$ cat config.mk
export PLATFORM = sky130hd
export DESIGN_NAME = ppa_top
export DESIGN_NICKNAME = d
export VERILOG_FILES = /design/src/verilog/ppa_pkg.sv /design/src/verilog/ppa_iir.sv /design/src/verilog/ppa_top.sv
export VERILOG_INCLUDE_DIRS = /design/src /design/src/verilog
export SDC_FILE = /design/constraint.sdc
export NUM_CORES = 2
export LEC_CHECK = 0
export BUFFER_PORTS_ARGS = -buffer_cell sky130_fd_sc_hd__buf_2
export CORE_MARGIN = 4
export CORE_UTILIZATION = 50
export CTS_BUF_LIST = sky130_fd_sc_hd__clkbuf_16
export DETAILED_ROUTE_END_ITERATION = 12
export PLACE_DENSITY = 0.66
export SYNTH_ARGS = -nofsm -noshare
export SYNTH_HDL_FRONTEND = slang
export SYNTH_SLANG_ARGS = --single-unit
$ cat constraint.sdc
create_clock -name pclk -period 26.2 [get_ports pclk]
set_clock_uncertainty 0.15 [all_clocks]
set_input_delay 1.31 -clock pclk [delete_from_list [all_inputs] [get_ports pclk]]
set_output_delay 1.31 -clock pclk [all_outputs]
set_load 0.02 [all_outputs]
$ cat src/verilog/ppa_regs.svh
// Register offsets, fields, reset values and timing counts
`ifndef PPA_REGS_SVH
`define PPA_REGS_SVH

`define PPA_ADDR_W 12
`define PPA_CTRL_OFF 12'h000
`define PPA_STATUS_OFF 12'h004
`define PPA_IRQ_STAT_OFF 12'h008
`define PPA_IRQ_CLR_OFF 12'h00C
`define PPA_IRQ_EN_OFF 12'h010
`define PPA_POWER_OFF 12'h014

`define PPA_CTRL_FSEL_LO 0
`define PPA_CTRL_FSEL_HI 1
`define PPA_CTRL_CALSEL 2
`define PPA_CTRL_RST 3'h0

`define PPA_ST_SUPPLY 0
`define PPA_ST_NEG 1

`define PPA_IRQ_W 4
`define PPA_IRQ_CALIB 0
`define PPA_IRQ_SLOW 1
`define PPA_IRQ_SUP_LOST 2
`define PPA_IRQ_SUP_GOOD 3
`define PPA_IRQ_RST 4'h0

`define PPA_ADC_BITS 16
`define PPA_SAMPLE_HZ 450000

`define PPA_SLOW_TH0 48'h0400_0000_0000
`define PPA_SLOW_TH1 48'h0200_0000_0000
`define PPA_SLOW_TH2 48'h0100_0000_0000
`define PPA_SLOW_TH3 48'h0080_0000_0000
`define PPA_CAL_SHIFT_SCF0 11
`define PPA_CAL_SHIFT_SCF1 7

`define PPA_CLK_NS 10
`define PPA_SUP_ON_NS 20000
`define PPA_SUP_OFF_NS 5000
`define PPA_PULSE_NS 1000
`define PPA_SUP_ON_CYC ((`PPA_SUP_ON_NS + `PPA_CLK_NS - 1) / `PPA_CLK_NS)
`define PPA_SUP_OFF_CYC ((`PPA_SUP_OFF_NS + `PPA_CLK_NS - 1) / `PPA_CLK_NS)
`define PPA_PULSE_CYC ((`PPA_PULSE_NS + `PPA_CLK_NS - 1) / `PPA_CLK_NS)

`endif

$ cat src/verilog/ppa_pkg.sv
// Types shared by the accumulator design
package ppa_pkg;

  typedef struct packed {
    logic signed [15:0] current_channel;
    logic signed [15:0] voltage_channel;
  } ppa_sample_type;

  typedef enum logic {
    SUP_DOWN,
    SUP_UP
  } ppa_supply_state_type;

endpackage

$ cat src/verilog/ppa_iir.sv
// First-order recursive smoothing filter
`timescale 1ns/1ps
module ppa_iir #(
  parameter int W = 16,
  parameter int SHIFT = 8
) (
  input wire logic pclk,
  input wire logic presetn,
  input wire logic clear,
  input wire logic in_valid,
  input wire logic signed [W-1:0] in_data,
  output logic signed [W-1:0] out_data,
  output logic out_valid
);
  localparam int AW = W + SHIFT;

  logic signed [AW-1:0] acc_reg;
  logic signed [AW:0] diff;

  // Fraction bits keep small steps from being lost
  assign out_data = acc_reg[AW-1:SHIFT];
  assign diff = (AW+1)'(in_data) - (AW+1)'(out_data);

  always_ff @(posedge pclk or negedge presetn) begin
    if (!presetn) begin
      acc_reg <= '0;
    end else if (clear) begin
      acc_reg <= '0;
    end else if (in_valid) begin
      acc_reg <= AW'(acc_reg + diff);
    end
  end

  always_ff @(posedge pclk or negedge presetn) begin
    if (!presetn) begin
      out_valid <= 1'b0;
    end else begin
      out_valid <= in_valid & ~clear;
    end
  end

  property p_iir_step;
    @(posedge pclk) disable iff (!presetn)
    (in_valid && !clear && in_data > out_data) |=> out_data >= $past(out_data);
  endproperty
  a_iir_step: assert property (p_iir_step) else $error("filter stepped away");

endmodule

$ cat src/verilog/ppa_top.sv
// Positive power accumulator with pulse outputs and APB registers
// Behaviour
// Samples are taken as 16-bit current and voltage pairs at 450 kHz.
// The current samples pass a high-pass filter that removes dc.
// Each sample the filtered current is multiplied by the voltage.
// The product is low-pass filtered to give real power.
// Only positive real power is added into the pulse accumulators.
// The slow outputs fire from a long accumulation of positive power.
// The calibration output uses a much shorter accumulation period.
// Below the supply trigger level the logic is inactive, no pulses.
// Supply good is filtered with hysteresis against a noisy supply.
// The negative flag follows the sign and changes only at calib events; the code also clears it when supply good drops.
// The outside party picks the slow and calibration frequencies.
// Going inactive clears accumulators and holds outputs idle.
//
// Chosen here: the APB slave port and the address map.
`timescale 1ns/1ps
`include "ppa_regs.svh"
module ppa_top #(
  parameter int HPF_SHIFT = 8,
  parameter int LPF_SHIFT = 10,
  parameter int ACC_W = 48,
  parameter int SUP_ON_CYC = `PPA_SUP_ON_CYC,
  parameter int SUP_OFF_CYC = `PPA_SUP_OFF_CYC,
  parameter int PULSE_CYC = `PPA_PULSE_CYC
) (
  input wire logic pclk,
  input wire logic presetn,
  input wire logic psel,
  input wire logic penable,
  input wire logic pwrite,
  input wire logic [`PPA_ADDR_W-1:0] paddr,
  input wire logic [31:0] pwdata,
  output logic [31:0] prdata,
  output logic pready,
  output logic pslverr,
  input wire logic sample_valid,
  input wire ppa_pkg::ppa_sample_type sample,
  input wire logic supply_ok_raw,
  output logic slow_pulse_out_a,
  output logic slow_pulse_out_b,
  output logic calib_pulse_out,
  output logic negative_power_flag,
  output logic irq
);
  localparam int PW = 2 * `PPA_ADC_BITS + 1;

  ppa_pkg::ppa_supply_state_type sup_state_reg;
  logic [11:0] sup_cnt_reg;
  logic sup_good_reg;
  logic sup_good_d_reg;
  logic [2:0] ctrl_reg;
  logic [`PPA_IRQ_W-1:0] irq_stat_reg;
  logic [`PPA_IRQ_W-1:0] irq_en_reg;
  logic [`PPA_IRQ_W-1:0] irq_ev;
  logic [`PPA_IRQ_W-1:0] irq_clr;
  logic [31:0] rd_next;
  logic miss_next;
  logic wr_en;
  logic signed [15:0] dc_est;
  logic signed [16:0] hp_reg;
  logic signed [15:0] volt_reg;
  logic hp_valid_reg;
  logic signed [PW-1:0] prod_reg;
  logic prod_valid_reg;
  logic signed [PW-1:0] power;
  logic power_valid;
  logic power_pos;
  logic power_neg;
  logic [ACC_W-1:0] add_pos;
  logic [ACC_W-1:0] add_neg;
  logic [ACC_W-1:0] slow_acc_reg;
  logic [ACC_W-1:0] calib_acc_reg;
  logic [ACC_W-1:0] neg_acc_reg;
  logic [ACC_W-1:0] slow_sum;
  logic [ACC_W-1:0] calib_sum;
  logic [ACC_W-1:0] neg_sum;
  logic [ACC_W-1:0] slow_th;
  logic [ACC_W-1:0] calib_th;
  logic slow_fire;
  logic calib_fire;
  logic neg_fire;
  logic slow_phase_reg;
  logic neg_flag_reg;
  logic irq_reg;
  logic [2:0] fire;
  logic [2:0] pulse_reg;

  // Supply monitor: a level must persist before it is believed
  always_ff @(posedge pclk or negedge presetn) begin
    if (!presetn) begin
      sup_state_reg <= ppa_pkg::SUP_DOWN;
      sup_cnt_reg <= 12'h000;
    end else begin
      case (sup_state_reg)
        ppa_pkg::SUP_DOWN: begin
          if (!supply_ok_raw) begin
            sup_cnt_reg <= 12'h000;
          end else if (sup_cnt_reg == 12'(SUP_ON_CYC - 1)) begin
            sup_state_reg <= ppa_pkg::SUP_UP;
            sup_cnt_reg <= 12'h000;
          end else begin
            sup_cnt_reg <= sup_cnt_reg + 12'h001;
          end
        end
        ppa_pkg::SUP_UP: begin
          if (supply_ok_raw) begin
            sup_cnt_reg <= 12'h000;
          end else if (sup_cnt_reg == 12'(SUP_OFF_CYC - 1)) begin
            sup_state_reg <= ppa_pkg::SUP_DOWN;
            sup_cnt_reg <= 12'h000;
          end else begin
            sup_cnt_reg <= sup_cnt_reg + 12'h001;
          end
        end
        default: begin
          sup_state_reg <= ppa_pkg::SUP_DOWN;
          sup_cnt_reg <= 12'h000;
        end
      endcase
    end
  end

  assign sup_good_reg = (sup_state_reg == ppa_pkg::SUP_UP);

  always_ff @(posedge pclk or negedge presetn) begin
    if (!presetn) begin
      sup_good_d_reg <= 1'b0;
    end else begin
      sup_good_d_reg <= sup_good_reg;
    end
  end

  // Front end: dc tracker on the current channel
  ppa_iir #(.W(16), .SHIFT(HPF_SHIFT)) u_hpf (
    .pclk(pclk),
    .presetn(presetn),
    .clear(!sup_good_reg),
    .in_valid(sample_valid),
    .in_data(sample.current_channel),
    .out_data(dc_est),
    .out_valid()
  );

  always_ff @(posedge pclk or negedge presetn) begin
    if (!presetn) begin
      hp_reg <= 17'h00000;
      volt_reg <= 16'h0000;
      hp_valid_reg <= 1'b0;
    end else begin
      hp_valid_reg <= sample_valid & sup_good_reg;
      if (sample_valid) begin
        hp_reg <= 17'(sample.current_channel) - 17'(dc_est);
        volt_reg <= sample.voltage_channel;
      end
    end
  end

  always_ff @(posedge pclk or negedge presetn) begin
    if (!presetn) begin
      prod_reg <= '0;
      prod_valid_reg <= 1'b0;
    end else begin
      prod_valid_reg <= hp_valid_reg & sup_good_reg;
      if (hp_valid_reg) begin
        // Widen before multiplying so the product keeps all its bits
        prod_reg <= PW'(hp_reg) * PW'(volt_reg);
      end
    end
  end

  ppa_iir #(.W(PW), .SHIFT(LPF_SHIFT)) u_lpf (
    .pclk(pclk),
    .presetn(presetn),
    .clear(!sup_good_reg),
    .in_valid(prod_valid_reg),
    .in_data(prod_reg),
    .out_data(power),
    .out_valid(power_valid)
  );

  // Digital-to-frequency stage
  assign power_pos = power > 0;
  assign power_neg = power < 0;
  assign add_pos = power_pos ? ACC_W'(unsigned'(power)) : '0;
  assign add_neg = power_neg ? ACC_W'(unsigned'(PW'(-power))) : '0;

  always_comb begin
    case (ctrl_reg[`PPA_CTRL_FSEL_HI:`PPA_CTRL_FSEL_LO])
      2'h0: slow_th = `PPA_SLOW_TH0;
      2'h1: slow_th = `PPA_SLOW_TH1;
      2'h2: slow_th = `PPA_SLOW_TH2;
      default: slow_th = `PPA_SLOW_TH3;
    endcase
  end

  // Short calibration period is the slow one shifted down by 11 or 7 bits, as CALSEL picks
  assign calib_th = ctrl_reg[`PPA_CTRL_CALSEL] ?
    (slow_th >> `PPA_CAL_SHIFT_SCF1) : (slow_th >> `PPA_CAL_SHIFT_SCF0);
  assign slow_sum = slow_acc_reg + add_pos;
  assign calib_sum = calib_acc_reg + add_pos;
  assign neg_sum = neg_acc_reg + add_neg;
  assign slow_fire = power_valid & sup_good_reg & (slow_sum >= slow_th);
  assign calib_fire = power_valid & sup_good_reg & (calib_sum >= calib_th);
  assign neg_fire = power_valid & sup_good_reg & (neg_sum >= calib_th);

  always_ff @(posedge pclk or negedge presetn) begin
    if (!presetn) begin
      slow_acc_reg <= '0;
      calib_acc_reg <= '0;
      neg_acc_reg <= '0;
    end else if (!sup_good_reg) begin
      slow_acc_reg <= '0;
      calib_acc_reg <= '0;
      neg_acc_reg <= '0;
    end else if (power_valid) begin
      slow_acc_reg <= slow_fire ? slow_sum - slow_th : slow_sum;
      calib_acc_reg <= calib_fire ? calib_sum - calib_th : calib_sum;
      neg_acc_reg <= neg_fire ? neg_sum - calib_th : neg_sum;
    end
  end

  // Sign flag moves only when a calibration-rate event happens or supply good drops
  always_ff @(posedge pclk or negedge presetn) begin
    if (!presetn) begin
      neg_flag_reg <= 1'b0;
    end else if (!sup_good_reg) begin
      neg_flag_reg <= 1'b0;
    end else if (calib_fire) begin
      neg_flag_reg <= 1'b0;
    end else if (neg_fire) begin
      neg_flag_reg <= 1'b1;
    end
  end

  // Slow pulses alternate between the two pins for a two-phase stepper
  always_ff @(posedge pclk or negedge presetn) begin
    if (!presetn) begin
      slow_phase_reg <= 1'b0;
    end else if (!sup_good_reg) begin
      slow_phase_reg <= 1'b0;
    end else if (slow_fire && !neg_flag_reg) begin
      slow_phase_reg <= ~slow_phase_reg;
    end
  end

  assign fire[0] = calib_fire;
  assign fire[1] = slow_fire & ~neg_flag_reg & ~slow_phase_reg;
  assign fire[2] = slow_fire & ~neg_flag_reg & slow_phase_reg;

  // A new event restarts a running pulse; rates stay far below the limit
  for (genvar g = 0; g < 3; g++) begin : g_pulse
    logic [11:0] cnt_reg;
    always_ff @(posedge pclk or negedge presetn) begin
      if (!presetn) begin
        cnt_reg <= 12'h000;
        pulse_reg[g] <= 1'b0;
      end else if (!sup_good_reg) begin
        cnt_reg <= 12'h000;
        pulse_reg[g] <= 1'b0;
      end else if (fire[g]) begin
        cnt_reg <= 12'(PULSE_CYC - 1);
        pulse_reg[g] <= 1'b1;
      end else if (cnt_reg != 12'h000) begin
        cnt_reg <= cnt_reg - 12'h001;
      end else begin
        pulse_reg[g] <= 1'b0;
      end
    end
  end

  assign calib_pulse_out = pulse_reg[0];
  assign slow_pulse_out_a = pulse_reg[1];
  assign slow_pulse_out_b = pulse_reg[2];
  assign negative_power_flag = neg_flag_reg;

  // APB slave: one wait-free access phase, answer prepared at setup
  assign wr_en = psel & penable & pwrite & pready;
  assign irq_clr = (wr_en && paddr == `PPA_IRQ_CLR_OFF) ?
    pwdata[`PPA_IRQ_W-1:0] : '0;

  always_comb begin
    rd_next = 32'h0000_0000;
    miss_next = 1'b0;
    if (paddr == `PPA_CTRL_OFF) begin
      rd_next = {29'h0, ctrl_reg};
    end else if (paddr == `PPA_STATUS_OFF) begin
      rd_next = {30'h0, neg_flag_reg, sup_good_reg};
    end else if (paddr == `PPA_IRQ_STAT_OFF) begin
      rd_next = {28'h0, irq_stat_reg};
    end else if (paddr == `PPA_IRQ_CLR_OFF) begin
      rd_next = 32'h0000_0000;
    end else if (paddr == `PPA_IRQ_EN_OFF) begin
      rd_next = {28'h0, irq_en_reg};
    end else if (paddr == `PPA_POWER_OFF) begin
      rd_next = power[PW-1:1];
    end else begin
      miss_next = 1'b1;
    end
  end

  always_ff @(posedge pclk or negedge presetn) begin
    if (!presetn) begin
      pready <= 1'b0;
      pslverr <= 1'b0;
      prdata <= 32'h0000_0000;
    end else if (psel && !penable) begin
      pready <= 1'b1;
      pslverr <= miss_next;
      prdata <= pwrite ? 32'h0000_0000 : rd_next;
    end else begin
      pready <= 1'b0;
      pslverr <= 1'b0;
    end
  end

  always_ff @(posedge pclk or negedge presetn) begin
    if (!presetn) begin
      ctrl_reg <= `PPA_CTRL_RST;
      irq_en_reg <= `PPA_IRQ_RST;
    end else if (wr_en && paddr == `PPA_CTRL_OFF) begin
      ctrl_reg <= pwdata[2:0];
    end else if (wr_en && paddr == `PPA_IRQ_EN_OFF) begin
      irq_en_reg <= pwdata[`PPA_IRQ_W-1:0];
    end
  end

  // Interrupts: hardware set beats a same-cycle software clear
  assign irq_ev[`PPA_IRQ_CALIB] = calib_fire;
  assign irq_ev[`PPA_IRQ_SLOW] = slow_fire & ~neg_flag_reg;
  assign irq_ev[`PPA_IRQ_SUP_LOST] = sup_good_d_reg & ~sup_good_reg;
  assign irq_ev[`PPA_IRQ_SUP_GOOD] = ~sup_good_d_reg & sup_good_reg;

  always_ff @(posedge pclk or negedge presetn) begin
    if (!presetn) begin
      irq_stat_reg <= `PPA_IRQ_RST;
      irq_reg <= 1'b0;
    end else begin
      irq_stat_reg <= (irq_stat_reg & ~irq_clr) | irq_ev;
      irq_reg <= |(irq_stat_reg & irq_en_reg);
    end
  end

  assign irq = irq_reg;

  property p_sample_taken;
    @(posedge pclk) disable iff (!presetn)
    (sample_valid && sup_good_reg) |=> hp_valid_reg ##1 prod_valid_reg;
  endproperty
  a_sample_taken: assert property (p_sample_taken) else $error("sample lost");

  property p_hp_sub;
    @(posedge pclk) disable iff (!presetn)
    sample_valid |=> hp_reg == 17'($past(sample.current_channel))
      - 17'($past(dc_est));
  endproperty
  a_hp_sub: assert property (p_hp_sub) else $error("dc not removed");

  property p_product;
    @(posedge pclk) disable iff (!presetn)
    hp_valid_reg |=> prod_reg == PW'($past(hp_reg)) * PW'($past(volt_reg));
  endproperty
  a_product: assert property (p_product) else $error("bad product");

  property p_positive_only;
    @(posedge pclk) disable iff (!presetn)
    (sup_good_reg && power_valid && !power_pos && !slow_fire)
      |=> slow_acc_reg == $past(slow_acc_reg);
  endproperty
  a_positive_only: assert property (p_positive_only) else $error("neg added");

  property p_slow_cause;
    @(posedge pclk) disable iff (!presetn)
    $rose(slow_pulse_out_a) |-> $past(slow_fire) && !$past(neg_flag_reg);
  endproperty
  a_slow_cause: assert property (p_slow_cause) else $error("stray slow");

  property p_calib_cause;
    @(posedge pclk) disable iff (!presetn)
    $rose(calib_pulse_out) |-> $past(calib_fire) && $past(calib_th < slow_th);
  endproperty
  a_calib_cause: assert property (p_calib_cause) else $error("stray calib");

  property p_idle_low;
    @(posedge pclk) disable iff (!presetn)
    !sup_good_reg |=> !slow_pulse_out_a && !slow_pulse_out_b
      && !calib_pulse_out && !negative_power_flag;
  endproperty
  a_idle_low: assert property (p_idle_low) else $error("pulse while idle");

  property p_supply_filter;
    @(posedge pclk) disable iff (!presetn)
    $rose(sup_good_reg) |-> $past(supply_ok_raw)
      && $past(sup_cnt_reg) == 12'(SUP_ON_CYC - 1);
  endproperty
  a_supply_filter: assert property (p_supply_filter) else $error("early up");

  property p_flag_moment;
    @(posedge pclk) disable iff (!presetn)
    $changed(neg_flag_reg) |-> $past(calib_fire || neg_fire || !sup_good_reg);
  endproperty
  a_flag_moment: assert property (p_flag_moment) else $error("flag moved");

  property p_clear_acc;
    @(posedge pclk) disable iff (!presetn)
    !sup_good_reg |=> slow_acc_reg == '0 && calib_acc_reg == '0
      && neg_acc_reg == '0;
  endproperty
  a_clear_acc: assert property (p_clear_acc) else $error("acc kept");

endmodule

======== After elaboration in Yosys (flattened, before gate mapping) ========
Cells that the tools add are included.
word-level totals
  input port bits ......................... 83
  flip-flop bits (word level) ............. 381
cells by class
  multiplexer cells ....................... 66
  bitwise gates (word level) .............. 24
  eq/ne operators ......................... 20
  $lt $le $gt $ge ......................... 5
  multipliers ............................. 1
  $add $sub $neg .......................... 16
  reduce and logical (&&, ||, !) cells .... 14
operators by type and width
  cell                   count
  $mux 48                9
  $mux 32                7
  $mux 12                13
  $add 48x33->48         3
  $pmux 43 s3            1
  $ge 48x41->1           2
  $sub 48x41->48         2
  $mux 43                2
  $mux 33                2
  $ge 48x48->1           1
  $mux 24                2
  $sub 48x48->48         1
  $add 43x34->43         1
  $mux 41                1
  $reduce_bool 12->1     3
  $sub 12x1->12 const B  3
  $sub 16x16->17         2
  $sub 33x33->34         1
  $gt 33x1->1 const B    1
  $lt 33x1->1 const B    1
  $mul 17x16->33         1
  $neg 33->33            1
  $mux 1                 26
  $add 24x17->24         1
  26 further kinds       59

======== Longest topological paths before layout ========
  depth in word-level cells ............... 9
  mapped depth ............................ 36

======== Cells and area by module ========
Synthesis repeated with hierarchy kept, for this count alone.
unflattened totals
  cells, all modules ...................... 4957
  area, all modules ....................... 42600.9 sq um
by module, submodules not included
  module            cells each  area each (sq um)  instances
  ppa_top           3877        33714.8            1
  ppa_iir at u_lpf  690         5690.5             1
  ppa_iir at u_hpf  390         3195.6             1

======== Worst setup path after synthesis ========
Ideal clock, no wire load.
  path type ............................... flip-flop to flip-flop
  start ................................... reg u_lpf.acc_reg[33]
  end ..................................... reg g_pulse[2].cnt_reg[10]
  path slack .............................. 17753 ps
  stages on the path, launching flop included .. 33
  data arrival time ....................... 8149 ps
  path buffers ............................ 2
  cells stage by stage .................... dfrtp_1 > or4_4 > or4b_4 > o41a_1 > clkbuf_1 > and2_1 > ha_1 > and4_1 > o211a_1 > o221ai_1 > a311o_1 > a21oi_1 > a2111oi_4 > o311ai_1 > o311a_1 > nand3_1 > xnor2_1 > ha_1 > nand2_1 > nor3_1 > nand3_1 > a311oi_1 > nand4_1 > nor4_1 > nand4_1 > nor4_1 > nand4b_1 > or4_1 > nor4_2 > nor4_4 > buf_2 > o41ai_2 > nor2_1
on the way
  word-level cells in the longest chain between the ends .. 9
ends and longest elaborated chain
  element                     line            RTL
  from (decl)                 ppa_iir.sv:17   logic signed [AW-1:0] acc_reg;
  from (signal assigned)      ppa_iir.sv:30   acc_reg <= AW'(acc_reg + diff);
  $gt 33x1->1                 ppa_top.sv:183  assign power_pos = power > 0;
  $mux 33 *                   ppa_top.sv:185  assign add_pos = power_pos ? ACC_W'(unsigned'(power)) : '0;
  $add 48x33->48 *            ppa_top.sv:200  assign slow_sum = slow_acc_reg + add_pos;
  $ge 48x48->1 *              ppa_top.sv:203  assign slow_fire = power_valid & sup_good_reg & (slow_sum >= slow_th);
  $and 1x1->1 *               ppa_top.sv:203
  $and 1x1->1 * (2 in a row)  ppa_top.sv:249  assign fire[2] = slow_fire & ~neg_flag_reg & slow_phase_reg;
  $mux 12                     ppa_top.sv:261  end else if (fire[g]) begin
  $mux 12                     ppa_top.sv:258  end else if (!sup_good_reg) begin
  to (signal assigned)        ppa_top.sv:262  cnt_reg <= 12'(PULSE_CYC - 1);
  to (signal assigned)        ppa_top.sv:265  cnt_reg <= cnt_reg - 12'h001;
  to (decl)                   ppa_top.sv:253  logic [11:0] cnt_reg;
Mark *: on every way between the ends. The rest lies on a longest branch, timed or not.
A chain may end at the register's enable or synchronous reset.

======== Final worst setup path ========
  start ................................... reg u_lpf.acc_reg[12]
  end ..................................... reg g_pulse[1].cnt_reg[1]
on the way
  word-level cells in the longest chain between the ends .. 9
ends and longest elaborated chain
  element                     line            RTL
  $gt 33x1->1                 ppa_top.sv:183
  $mux 33 *                   ppa_top.sv:185
  $add 48x33->48 *            ppa_top.sv:200
  $ge 48x48->1 *              ppa_top.sv:203
  $and 1x1->1 *               ppa_top.sv:203
  $and 1x1->1 * (2 in a row)  ppa_top.sv:248  assign fire[1] = slow_fire & ~neg_flag_reg & ~slow_phase_reg;
  $mux 12                     ppa_top.sv:261
  $mux 12                     ppa_top.sv:258
  to (signal assigned)        ppa_top.sv:262
  to (signal assigned)        ppa_top.sv:265
  to (decl)                   ppa_top.sv:253
Marked as above.

==> results.cfg <==
[outcome]
status = finished clean

[flow_run]
drv_cap = 0

[timing]
finalCritPeriodShare_pct = 42.2
layout_min_cycle_time_ns = 11.05
finalHoldViolCount = 0
maxSlewViolCount = 0
fmax_mhz = 90.5
setup_tns_ns = 0
worst_pin_slew_ns = 1.12
slew_headroom_pct = 24.8
rsz0062_at_grt = no
finalSetupViolCount = 0

[drt]
antenna_left = 0
avgViaCountPerCell = 5.77
drt_pass1_iterations = 5
drc = 0
drtIter0Drc = 2438
drt-wirelength-per-cell_microns = 18.5
vias = 34600
wl_mm = 111

[setup_path]
crit_type = flop to flop
path_max_fanout = 17
path_common_cell = nor4_1
critical_path.endpoint_type = flop
critPathMaxStageDelay_ns = 0.84
rrSetupSlack_ns = 15.15
critPathRequiredTime_ns = 26.58
cpMaxStageDelayCell = nor4_1
crit_arrival_ns = 11.43
crit_path_start_kind = flop

[global_route]
grt_pass1_vias = 34800
grt_max_degree = 121
grt_pass1_wl_mm = 183
overflow = 0
antenna_found_initial = 2
grt_usage_pct = 24.9

[yosys]
synthMuxAreaShare_pct = 4.17
synth_seq_cells = 381
netlist_top_cells_area = dfrtp_1, fa_1, ha_1
synthMostInstantiatedCell = inv_1
synth_top_family_by_area = adder cells
synth.avg_cell_area_sq_um = 8.54
synthAdderAreaFrac_pct = 24.9
synth_xor_area_share_pct = 6.44
ys_types = 103
synth_largest_area_cell = dfrtp_1
synth_top_area_share_pct = 22.7
ys_warn_count = 0
synthArstFlopShare_pct = 100
synth-simple-area-share_pct = 19.2
synth-compound-area-share_pct = 14.9
yosys_most_used_dff = dfrtp_1
synth_area_sq_um = 42000
ys_top_cells_by_count = inv_1, nor2_1, nand2_1
syn_inst = 4915
synth_edf_count = 0
ys_seq_area_share_pct = 22.7

[final_layout]
antenna_cells = 0
drive_gt1_share_pct = 5.98
areaGrowthSynthToFinish_pct = 7.22
finalNetCount = 5584
fillers = 7705

[clock_network]
clk_pin_slew_ns = 0.06
cts_made_buffers = 51
htreeDepth = 2
clk_latency_ns = 0.62
postCtsHoldBufs = 0
cts_tree = yes
clkSinkCount = 381
cts_root_buffer = clkbuf_16
post_cts_buffers = 0
cts.path.max_buffers = 3
cts.repair.resized = 0

[floorplan]
num_rows = 106
die_x_microns = 298
io-pin-count = 122
core-area_sq_um = 83400
die-height_microns = 298
dieArea_sq_um = 88700
initial_core_util_pct = 50.3

[placement]
gp_congestion = 0.934
dp_hpwl_mm = 82.3
port-buffer-count = 93

[min_path]
hold_path_class = flop to flop
[final timing paths]
path | startpoint | to | cells past startpoint
max in group asynchronous | presetn | sup_good_reg | 3
max reg2reg | u_lpf.acc_reg[12] | g_pulse[1].cnt_reg[1] | 32
min | sup_good_d_reg | irq_stat_reg[3] | 1
min reg2reg | sup_good_d_reg | irq_stat_reg[3] | 1
min in group asynchronous | presetn | prdata[16] | 1
max | u_lpf.acc_reg[12] | g_pulse[1].cnt_reg[1] | 32
[placed cells by master, fill, tap and decap left out, types with 42 or more instances in the layout]
cell       count
nor2b_1       60
nand2_1      432
o21ai_0      182
buf_2         92
xnor2_1      203
nor2_1       447
nand4_1       54
and2_1       157
o21a_1        42
fa_1         347
a211oi_1      53
nor3_1        96
a21oi_1      222
a21o_1        94
nand2b_1      69
ha_1         276
dfrtp_1      376
and3_1        49
or3_1         48
xor2_1        99
clkbuf_16     51
inv_1        633
nand3_1       96
mux2i_1      139
[cell type report]
| cell class | count | area [sq um] | area share (%) |
|---|---|---|---|
| multi-input combinational | 3685 | 29300 | 65.0 |
| clock buffer | 51 | 1280 | 2.83 |
| tap | 1080 | 1350 | 3.00 |
| clock inverter | 41 | 458 | 1.02 |
| timing repair buffer | 131 | 773 | 1.72 |
| sequential | 381 | 9540 | 21.2 |
| inverter | 628 | 2360 | 5.25 |
[stage by stage]
| stage | std cells | hold WS [ns] | area, sq um | utilization, % | setup WS, ns |
|---|---|---|---|---|---|
| 6_report | 5997 | 0.311 | 45000 | 54.0 | 15.15 |
| 2_1_floorplan | 4916 | 0.261 | 42000 | - | 17.75 |
| 4_1_cts | 5997 | 0.312 | 45000 | 54.0 | 15.28 |
| 3_3_place_gp | 5905 | 0.288 | 43300 | 51.9 | 15.41 |
| 3_5_place_dp | 5905 | 0.304 | 43300 | 51.9 | 15.31 |
| 5_1_grt | 5997 | 0.331 | 45000 | 54.0 | 14.52 |
[kinds of logic (layout without fill, tap and decap cells)]
family / Yosys count / after routing
buf+inv: 850 / 851
simple gates: 1642 / 1642
fa+ha+maj: 629 / 629
mux: 171 / 171
other cells: 1 / 2
compound gates: 936 / 936
xor+xnor: 305 / 305
flops: 381 / 381
[layer usage]
layer,wire (microns),GRT usage (%),up-vias
met5,7,0,-
met4,3490,7.57,2
met3,6790,3.35,201
met2,50200,40.6,1011
met1,50200,34.9,16900
li1,-,-,16500
[worst max-delay path, delay by kind of cell (launching register included)]
family,cells,cell delay [ns]
simple gates,20,6.49
fa+ha+maj,2,0.77
flops,1,0.68
xor+xnor,1,0.16
compound gates,9,2.67
Power is not shown: default switching activity piles up to over one toggle a cycle in this logic, so the estimate is an artifact.
